$ cat src/core/fsc_consts.svh
`ifndef FSC_CONSTS_SVH
`define FSC_CONSTS_SVH

// register map of the compressor control port
`define FSC_ADDR_CTRL        4'h0
`define FSC_ADDR_STATUS      4'h1
`define FSC_ADDR_INIT        4'h2
// control register fields
`define FSC_CTRL_FEAT_BIT    0
`define FSC_CTRL_RT_BIT      1
`define FSC_CTRL_TS_BIT      2
`define FSC_CTRL_RATE_LSB    3
`define FSC_CTRL_RESET       8'h00
// encoding thresholds in LSB
`define FSC_THR_TRIPLE       16
`define FSC_THR_PAIR         128
// forced plain periods in batch events
`define FSC_PERIOD_8         6'd8
`define FSC_PERIOD_16        6'd16
`define FSC_PERIOD_32        6'd32

`endif

$ cat src/core/fsc_pkg.sv
package fsc_pkg;
  typedef enum logic [2:0] {
    FSC_TAG_PLAIN      = 3'h0,
    FSC_TAG_PLAIN_T1   = 3'h1,
    FSC_TAG_PLAIN_T2   = 3'h2,
    FSC_TAG_PAIR_DIFF  = 3'h3,
    FSC_TAG_TRIPLE_DIFF = 3'h4,
    FSC_TAG_CFG_CHANGE = 3'h5,
    FSC_TAG_TIMESTAMP  = 3'h6
  } fsc_tag_t;

  typedef enum logic [1:0] {
    FSC_ST_IDLE  = 2'b00,
    FSC_ST_EMIT  = 2'b01
  } fsc_state_t;
endpackage

$ cat src/core/fsc_compressor.sv
// Design decisions made here: strobed register access and the register offsets.
`timescale 1ns/1ps
`include "fsc_consts.svh"

// Notes on behaviour
// the first batch event after compression starts writes the current sample uncompressed.
// after that each entry is a triple-diff word, a pair-diff word or a plain word two slots old.
// a plain word two slots old carries all three axes at full width.
// each difference is taken against the sample immediately before it.
// a window of three samples is held and a pair-diff word holds latencies two and one.
// plain words one slot old appear only on a configuration change.
// a configuration change writes a change word, a timestamp, then all pending samples plain.
// after the flush compression resumes once the window refills.
// the forced plain period field selects never, 8, 16 or 32 batch events.
// the host reinitialises the compressor whenever the queue enters bypass mode.
// with per-slot timestamping a timestamp word is written in every slot.
// above 128 LSB a sample goes plain, 16 to 128 pairs, below 16 triples.
// a pair-diff word holds six signed bytes, x y z of latency two then latency one.
// a triple-diff word holds latencies two, one, zero at 15:0, 31:16, 47:32, each as 5-bit x y z diffs at 4:0, 9:5, 14:10.
// compression runs only with both feature and runtime enables set.
// with compression off every sample is written plain in its own slot.
module fsc_compressor
  import fsc_pkg::*;
#(
  parameter int AXIS_W = 16
)(
  input  wire logic              ref_clk,
  input  wire logic              rst_b,
  input  wire logic [3:0]        reg_addr,
  input  wire logic [7:0]        reg_wdata,
  input  wire logic              reg_wr,
  input  wire logic              reg_rd,
  output logic      [7:0]        reg_rdata,
  input  wire logic              batch_event,
  input  wire logic [AXIS_W-1:0] sample_x,
  input  wire logic [AXIS_W-1:0] sample_y,
  input  wire logic [AXIS_W-1:0] sample_z,
  input  wire logic              cfg_change,
  input  wire logic [15:0]       timestamp,
  output logic                   word_valid,
  output fsc_tag_t               word_tag,
  output logic      [47:0]       word_data
);

  // the packing below assumes 16-bit axes, so other widths are refused at elaboration
  if (AXIS_W != 16)
  begin
    $error("fsc_compressor serves 16-bit axes only");
  end

  localparam int SW = 3 * AXIS_W;

  logic       compress_feature_enable;
  logic       runtime_compress_enable;
  logic       ts_per_slot;
  logic [1:0] forced_plain_period;
  logic       compress_reinit;
  logic       active;
  logic       active_d;
  logic       cfg_pend;
  logic [1:0] fill;
  logic [5:0] slot_count;
  logic [SW-1:0] win [3];
  logic [SW-1:0] ref_s;
  // output queue for one slot: up to change, timestamp, three samples
  fsc_tag_t   q_tag [5];
  logic [47:0] q_dat [5];
  logic [2:0] q_len;
  logic [2:0] q_idx;
  fsc_state_t state;

  assign active = compress_feature_enable & runtime_compress_enable;

  always_ff @(posedge ref_clk or negedge rst_b)
  begin
    if (!rst_b)
    begin
      compress_feature_enable <= 1'b0;
      runtime_compress_enable <= 1'b0;
      ts_per_slot             <= 1'b0;
      forced_plain_period     <= 2'b00;
    end
    else if (reg_wr && reg_addr == `FSC_ADDR_CTRL)
    begin
      compress_feature_enable <= reg_wdata[`FSC_CTRL_FEAT_BIT];
      runtime_compress_enable <= reg_wdata[`FSC_CTRL_RT_BIT];
      ts_per_slot             <= reg_wdata[`FSC_CTRL_TS_BIT];
      forced_plain_period     <= reg_wdata[`FSC_CTRL_RATE_LSB +: 2];
    end
  end

  always_ff @(posedge ref_clk or negedge rst_b)
  begin
    if (!rst_b)
      compress_reinit <= 1'b0;
    else
      compress_reinit <= reg_wr && reg_addr == `FSC_ADDR_INIT && reg_wdata[0];
  end

  always_ff @(posedge ref_clk or negedge rst_b)
  begin
    if (!rst_b)
      reg_rdata <= 8'h00;
    else if (reg_rd)
    begin
      case (reg_addr)
        `FSC_ADDR_CTRL:   reg_rdata <= {3'h0, forced_plain_period, ts_per_slot,
                                        runtime_compress_enable, compress_feature_enable};
        `FSC_ADDR_STATUS: reg_rdata <= {cfg_pend, state == FSC_ST_EMIT, fill, 1'b0, q_idx};
        default:          reg_rdata <= 8'h00;
      endcase
    end
  end

  // dropping out of compression (either enable cleared) counts as a configuration change; set wins over the slot consume
  always_ff @(posedge ref_clk or negedge rst_b)
  begin
    if (!rst_b)
    begin
      cfg_pend <= 1'b0;
      active_d <= 1'b0;
    end
    else
    begin
      active_d <= active;
      if (cfg_change || (active_d && !active))
        cfg_pend <= 1'b1;
      else if (batch_event && state == FSC_ST_IDLE && !compress_reinit)
        cfg_pend <= 1'b0;
    end
  end

  function automatic logic [AXIS_W-1:0] adiff(input logic [AXIS_W-1:0] a,
                                               input logic [AXIS_W-1:0] b);
    logic [AXIS_W-1:0] d;
    d = a - b;
    adiff = d[AXIS_W-1] ? -d : d;
  endfunction

  function automatic logic [AXIS_W-1:0] maxdiff(input logic [SW-1:0] a,
                                                 input logic [SW-1:0] b);
    logic [AXIS_W-1:0] m;
    m = '0;
    for (int k = 0; k < 3; k++)
      if (adiff(a[k*AXIS_W +: AXIS_W], b[k*AXIS_W +: AXIS_W]) > m)
        m = adiff(a[k*AXIS_W +: AXIS_W], b[k*AXIS_W +: AXIS_W]);
    maxdiff = m;
  endfunction

  function automatic logic [14:0] pack5(input logic [SW-1:0] a, input logic [SW-1:0] b);
    logic [14:0] r;
    r = 15'h0000;
    for (int k = 0; k < 3; k++)
      r[k*5 +: 5] = 5'(a[k*AXIS_W +: AXIS_W] - b[k*AXIS_W +: AXIS_W]);
    pack5 = r;
  endfunction

  function automatic logic [23:0] pack8(input logic [SW-1:0] a, input logic [SW-1:0] b);
    logic [23:0] r;
    r = 24'h000000;
    for (int k = 0; k < 3; k++)
      r[k*8 +: 8] = 8'(a[k*AXIS_W +: AXIS_W] - b[k*AXIS_W +: AXIS_W]);
    pack8 = r;
  endfunction

  logic [5:0] period;
  logic       force_plain;
  logic [SW-1:0] cur;
  logic [AXIS_W-1:0] d2;
  logic [AXIS_W-1:0] d1;
  logic [AXIS_W-1:0] d0;

  always_comb
  begin
    case (forced_plain_period)
      2'b01:   period = `FSC_PERIOD_8;
      2'b10:   period = `FSC_PERIOD_16;
      2'b11:   period = `FSC_PERIOD_32;
      default: period = 6'd0;
    endcase
    force_plain = (period != 6'd0) && (slot_count >= period - 6'd1);
    cur = {sample_z, sample_y, sample_x};
    d2  = maxdiff(win[0], ref_s);
    d1  = maxdiff(win[1], win[0]);
    d0  = maxdiff(cur, win[1]);
  end

  // slot processing: builds the words of one batch event, then drains them one a cycle
  always_ff @(posedge ref_clk or negedge rst_b)
  begin
    if (!rst_b)
    begin
      state      <= FSC_ST_IDLE;
      fill       <= 2'd0;
      slot_count <= 6'd0;
      q_len      <= 3'd0;
      q_idx      <= 3'd0;
      ref_s      <= '0;
      for (int k = 0; k < 3; k++)
        win[k] <= '0;
      for (int k = 0; k < 5; k++)
      begin
        q_tag[k] <= FSC_TAG_PLAIN;
        q_dat[k] <= 48'h0;
      end
    end
    else if (compress_reinit)
    begin
      state <= FSC_ST_IDLE;
      fill  <= 2'd0;
      slot_count <= 6'd0;
    end
    else if (state == FSC_ST_EMIT)
    begin
      if (q_idx == q_len - 3'd1)
        state <= FSC_ST_IDLE;
      q_idx <= q_idx + 3'd1;
    end
    else if (batch_event)
    begin
      automatic int n = 0;
      q_idx <= 3'd0;
      slot_count <= slot_count + 6'd1;
      if (cfg_pend)
      begin
        q_tag[n] <= FSC_TAG_CFG_CHANGE;
        q_dat[n] <= 48'h0;
        n++;
      end
      if (cfg_pend || ts_per_slot)
      begin
        q_tag[n] <= FSC_TAG_TIMESTAMP;
        q_dat[n] <= {32'h0, timestamp};
        n++;
      end
      if (!active || fill == 2'd0 || cfg_pend)
      begin
        // pending samples are flushed whatever the enables now say; an event on the first edge after a disable, before cfg_pend is set, loses them
        if (cfg_pend && fill == 2'd2)
        begin
          q_tag[n] <= FSC_TAG_PLAIN_T2;
          q_dat[n] <= win[0];
          n++;
        end
        if (cfg_pend && (fill == 2'd1 || fill == 2'd2))
        begin
          q_tag[n] <= FSC_TAG_PLAIN_T1;
          q_dat[n] <= win[1];
          n++;
        end
        q_tag[n] <= FSC_TAG_PLAIN;
        q_dat[n] <= cur;
        n++;
        ref_s      <= cur;
        slot_count <= 6'd0;
        // fill 3: reference held and window empty, so the written sample is not sent again
        fill <= active ? 2'd3 : 2'd0;
      end
      else if (fill == 2'd3)
      begin
        win[1] <= cur;
        fill   <= 2'd1;
      end
      else if (fill == 2'd1)
      begin
        win[0] <= win[1];
        win[1] <= cur;
        fill   <= 2'd2;
      end
      else if (force_plain || d2 > `FSC_THR_PAIR)
      begin
        q_tag[n] <= FSC_TAG_PLAIN_T2;
        q_dat[n] <= win[0];
        n++;
        ref_s      <= win[0];
        slot_count <= 6'd0;
        win[0] <= win[1];
        win[1] <= cur;
      end
      else if (d2 < `FSC_THR_TRIPLE && d1 < `FSC_THR_TRIPLE && d0 < `FSC_THR_TRIPLE)
      begin
        q_tag[n] <= FSC_TAG_TRIPLE_DIFF;
        q_dat[n] <= {1'b0, pack5(cur, win[1]), 1'b0, pack5(win[1], win[0]),
                     1'b0, pack5(win[0], ref_s)};
        n++;
        ref_s <= cur;
        // window empties; the newest sample becomes the reference
        fill  <= 2'd3;
      end
      else if (d1 <= `FSC_THR_PAIR)
      begin
        q_tag[n] <= FSC_TAG_PAIR_DIFF;
        q_dat[n] <= {pack8(win[1], win[0]), pack8(win[0], ref_s)};
        n++;
        ref_s  <= win[1];
        win[1] <= cur;
        fill   <= 2'd1;
      end
      else
      begin
        q_tag[n] <= FSC_TAG_PLAIN_T2;
        q_dat[n] <= win[0];
        n++;
        ref_s      <= win[0];
        slot_count <= 6'd0;
        win[0] <= win[1];
        win[1] <= cur;
      end
      q_len <= 3'(n);
      if (n != 0)
        state <= FSC_ST_EMIT;
    end
  end

  always_comb
  begin
    word_valid = (state == FSC_ST_EMIT);
    word_tag   = q_tag[q_idx];
    word_data  = q_dat[q_idx];
  end

  AST_FIRST_PLAIN: assert property (@(posedge ref_clk) disable iff (!rst_b)
    state == FSC_ST_IDLE && batch_event && !compress_reinit && active && !cfg_pend
    && !ts_per_slot && fill == 2'd0
    |=> word_valid && word_tag == FSC_TAG_PLAIN && word_data == $past(cur))
    else $error("first word after start is not plain");
  AST_NO_T1_STEADY: assert property (@(posedge ref_clk) disable iff (!rst_b)
    word_valid && word_tag == FSC_TAG_PLAIN_T1 |-> q_tag[0] == FSC_TAG_CFG_CHANGE)
    else $error("previous-slot word without configuration change");
  AST_CFG_ORDER: assert property (@(posedge ref_clk) disable iff (!rst_b)
    word_valid && word_tag == FSC_TAG_CFG_CHANGE |=> word_valid && word_tag == FSC_TAG_TIMESTAMP)
    else $error("configuration word not followed by timestamp");
  AST_OFF_PLAIN: assert property (@(posedge ref_clk) disable iff (!rst_b)
    word_valid && !active && !active_d && word_tag != FSC_TAG_TIMESTAMP
    && word_tag != FSC_TAG_CFG_CHANGE && q_tag[0] != FSC_TAG_CFG_CHANGE
    |-> word_tag == FSC_TAG_PLAIN)
    else $error("compressed word while compression off");
  AST_TS_SLOT: assert property (@(posedge ref_clk) disable iff (!rst_b)
    state == FSC_ST_IDLE && batch_event && ts_per_slot && !compress_reinit
    |=> word_valid && (word_tag == FSC_TAG_TIMESTAMP || word_tag == FSC_TAG_CFG_CHANGE))
    else $error("slot without timestamp");
  AST_QUEUE_BOUND: assert property (@(posedge ref_clk) disable iff (!rst_b)
    word_valid |-> q_idx < q_len && q_len <= 3'd5)
    else $error("queue index out of range");
  AST_FORCE_PERIOD: assert property (@(posedge ref_clk) disable iff (!rst_b)
    state == FSC_ST_IDLE && batch_event && !compress_reinit && active && !cfg_pend
    && !ts_per_slot && fill == 2'd2 && force_plain
    |=> word_valid && word_tag == FSC_TAG_PLAIN_T2)
    else $error("forced plain word missing");
  AST_REINIT: assert property (@(posedge ref_clk) disable iff (!rst_b)
    compress_reinit |=> fill == 2'd0 && state == FSC_ST_IDLE)
    else $error("reinit did not clear window");

  COV_TRIPLE: cover property (@(posedge ref_clk) word_valid && word_tag == FSC_TAG_TRIPLE_DIFF);
  COV_PAIR:   cover property (@(posedge ref_clk) word_valid && word_tag == FSC_TAG_PAIR_DIFF);
  COV_CFG:    cover property (@(posedge ref_clk) word_valid && word_tag == FSC_TAG_PLAIN_T1);
  COV_FLUSH:  cover property (@(posedge ref_clk)
    word_valid && word_tag == FSC_TAG_PLAIN_T2 && q_tag[0] == FSC_TAG_CFG_CHANGE);

endmodule

$ cat config.mk
export PLATFORM = sky130hd
export DESIGN_NAME = fsc_compressor
export DESIGN_NICKNAME = d
export VERILOG_FILES = /design/src/core/fsc_pkg.sv /design/src/core/fsc_compressor.sv
export VERILOG_INCLUDE_DIRS = /design/src /design/src/core
export SDC_FILE = /design/constraint.sdc
export NUM_CORES = 2
export LEC_CHECK = 0
export ABC_CLOCK_PERIOD_IN_PS = 7400
export BUFFER_PORTS_ARGS = -buffer_cell sky130_fd_sc_hd__buf_2
export CORE_MARGIN = 4
export CORE_UTILIZATION = 40
export CTS_CLUSTER_SIZE = 12
export DETAILED_ROUTE_END_ITERATION = 8
export GPL_TIMING_DRIVEN = 0
export PLACE_DENSITY = 0.66
export SLEW_MARGIN = 30
export SYNTH_ARGS = -nofsm -noshare
export SYNTH_HDL_FRONTEND = slang
export SYNTH_SLANG_ARGS = --single-unit
export TNS_END_PERCENT = 5
$ cat constraint.sdc
create_clock -name ref_clk -period 7.4 [get_ports ref_clk]
set_clock_uncertainty 0.05 [all_clocks]
set_input_delay 0.37 -clock ref_clk [delete_from_list [all_inputs] [get_ports ref_clk]]
set_output_delay 0.37 -clock ref_clk [all_outputs]
set_load 0.1 [all_outputs]
==> flow_summary.yaml <==
die:
  die_width_um: 327
  die-area_mm2: 0.107
  num_io_pins: 142
  fp-row-count: 116
  start_util_pct: 40.5
  core_area_mm2: 0.100
  fp.dieH_um: 327
pwr:
  power_mw: 22.4
  p_per_area_mw_per_mm2: 441
  power_leakage_nw: 21.6
  ir_drop_v: 0.000981
setup_path:
  reg2reg_from: "win[112]"
  start_kind: "flip-flop"
  critPathArrivalTime_ps: 9400
  timing.rr.end: "ref_s[31]"
  crit_type: "reg2reg"
  rrSetupSlack_ps: -1540
  cp.required_ps: 7860
  cp_slowest_cell: "dfrtp_2"
  slowest_delay_ps: 480
  path_max_fanout: 6
  reg2reg_depth: 41
  crit_top_cell: "buf_4"
  end_kind: "flip-flop"
cts:
  cts.clk_slew.worst_paths_ps: 60
  numCtsBuffers: 51
  clk_path_buf_depth: 3
  clock_latency_ps: 660
  h-tree-depth: 2
  cts_tree: "built"
  clockRootBuffer: "clkbuf_16"
  cts_sinks: 430
global_route:
  antenna_found_initial: 14
  grt-ovfl-total: 0
  grt_pass1_wl_mm: 316
  grt_use_total_pct: 40.4
  grt_max_degree: 81
  grt_pass1_vias: 43200
status:
  outcome: "finished, violations left"
  violations: "DRC, setup timing"
routing:
  drt-total-wl_mm: 229
  route.detailed.drc: 4
  via_per_inst: 6.83
  vias: 47200
  drt_iter0_drc: 6827
  wl_per_cell_um: 33.2
  ant_nets: 0
  drtPass1Iterations: 9
timing:
  period_needed_ps: 8940
  finalHoldViolCount: 0
  slew_headroom_pct: 23.0
  setup_ws_ps: -1540
  timing.final.crit_share_pct: 121
  max_freq_mhz: 112
  maxSlewViolCount: 0
  worstMarginPinSlew_ps: 1160
  rsz0062_at_grt: "yes"
  setup_viol_count_final: 261
  fin_hold_ws_ps: 49.9
worst_hold_path:
  min_from: "reg_rd"
  hold-path-cell-count: 3
  whs_endpoint: "reg_rdata[1]"
  hp-class: "in2reg"
cells_and_area:
  mostFrequentLayoutCell: "a21oi_1"
  area_delta_synth_final_pct: 24.8
  fin_nets: 5839
  layout_common_cells: "a21oi_1, dfrtp_1, nand2_1"
  drive_gt1_share_pct: 20.4
yosys:
  synth_cell_type_count: 106
  synth_cells: 5076
  ys_seq_elements: 430
  avgSynthCellArea_um2: 8.01
  synth_fp_nets: 5420
  synth_area_mm2: 0.0406
  async_flop_share_pct: 100
  yosysWarningCount: 0
  synth-edff-count: 0
  ys.flop_type: "dfrtp_1"
  seq_area_frac_synth_pct: 26.5
run:
  drv_cap: 0
place:
  io_buffer_count: 134
  place_congestion: 1.06
  post-dp-hpwl_mm: 171
==> cells by family (layout without fill, tap and decap cells) <==
logic type,Yosys count,after routing,share of synthesized area [%]
AO/OA/AOI/OAI,1881,1881,30.2
flip-flops,430,430,26.5
multiplexers,328,328,8.43
other,0,19,0
AND/OR/NAND/NOR,1364,1364,16.3
adder cells (fa/ha/maj),262,262,8.23
XOR/XNOR,216,216,4.66
buffers and inverters,595,1054,5.75
==> stage by stage <==
stage / cells / TNS [ps] / util (%) / area, um^2 / setup WS [ps]
6_report: 6911 / -354390 / 50.5 / 50700 / -1540
5_1_grt: 6893 / -433530 / 50.5 / 50700 / -1830
3_5_place_dp: 6580 / -1005640 / 43.4 / 43600 / -4270
4_1_cts: 6814 / -323420 / 48.5 / 48800 / -1460
2_1_floorplan: 5076 / -85390 / - / 40800 / -490
3_3_place_gp: 6567 / -2572440 / 43.0 / 43200 / -4660
==> area by class of cell <==
cell class	count	area, um^2
Clock inverter	26	397
Timing Repair Buffer	384	3120
Sequential cell	430	10800
Fill cell	9583	49700
Tap cell	1357	1700
Buffer	318	1980
Clock buffer	67	1420
Inverter	259	996
Multi-Input combinational cell	4051	30300
Antenna cell	19	47.5
==> power breakdown <==
group / switching [mW] / internal (mW) / total, mW
clock: 1.22 / 1.64 / 2.86
combinational: 10.6 / 5.41 / 16.0
sequential: 0.576 / 2.97 / 3.54
total: 12.3 / 10.0 / 22.4
==> per-layer routing <==
| metal | part of all wire (%) | up-vias | global-route usage (%) | routed length [um] |
|---|---|---|---|---|
| li1 | - | 19800 | - | - |
| met4 | 8.4 | 6 | 25.9 | 19300 |
| met2 | 41 | 3492 | 58.6 | 93200 |
| met1 | 37 | 23000 | 51.1 | 85600 |
| met3 | 14 | 877 | 13.9 | 31000 |
| met5 | 0.018 | - | 0 | 41 |
==> registers in the layout, indices dropped and copies added, names as in the netlist <==
register / flops
compress_reinit: 1
ts_per_slot: 1
cfg_pend: 1
q_len: 3
fill: 2
runtime_compress_enable: 1
win: 96
slot_count: 6
compress_feature_enable: 1
ref_s: 48
q_idx: 3
active_d: 1
q_dat: 240
reg_rdata: 8
q_tag: 15
state: 1
forced_plain_period: 2
==> synth_stat cells (37+ instances only) <==
master / instances / share of area (%)
a211oi_1: 92 / 1.7
a21o_1: 61 / 1.1
a21oi_1: 502 / 6.2
a221o_1: 41 / 1.0
a22oi_1: 54 / 1.0
a31oi_1: 53 / 0.82
and3_1: 53 / 0.82
buf_1: 40 / 0.37
buf_2: 45 / 0.55
clkbuf_1: 241 / 2.2
dfrtp_1: 430 / 26
ha_1: 253 / 7.8
inv_1: 257 / 2.4
mux2_2: 113 / 3.1
mux2i_1: 214 / 5.3
nand2_1: 395 / 3.6
nand2b_1: 44 / 0.68
nand3_1: 96 / 1.2
nor2_1: 392 / 3.6
nor3_1: 82 / 1.0
nor4_1: 40 / 0.62
o211ai_1: 67 / 1.2
o21a_1: 48 / 0.89
o21ai_0: 350 / 4.3
o22ai_1: 225 / 3.5
o31ai_1: 37 / 0.68
or3_1: 39 / 0.60
xnor2_1: 139 / 3.0
xor2_1: 77 / 1.7
==> critical path, delay by kind of cell (launching register included) <==
family                     cells  cell delay [ps]
AOI/OAI and AO/OA             13             2560
xor gates and xnor gates       1              140
adders and majority gates      4             1080
buffers and inverters         11             1690
DFF                            1              480
and+or+nand+nor               12             2780
==> how the worst max path moves through the flow <==
stage	from	to	slack, ps	cells after the start
after floorplan	win[64]	q_dat[188]	-490	37
after global placement	win[96]	ref_s[34]	-4660	35
after detailed placement	win[96]	win[91]	-4270	33
after CTS	win[48]	ref_s[31]	-1460	37
after global routing	win[96]	ref_s[31]	-1830	38
final	win[112]	ref_s[31]	-1540	41
==> repair_timing <==
action,in CTS,in global routing
pin swaps,117,99
gates resized for setup,538,217
setup buffers,140,81
hold endpoints to repair,323,0
setup endpoints to repair,261,261
cloned,0,7
hold buffers,9,0
(Power assumes the default switching activity.)
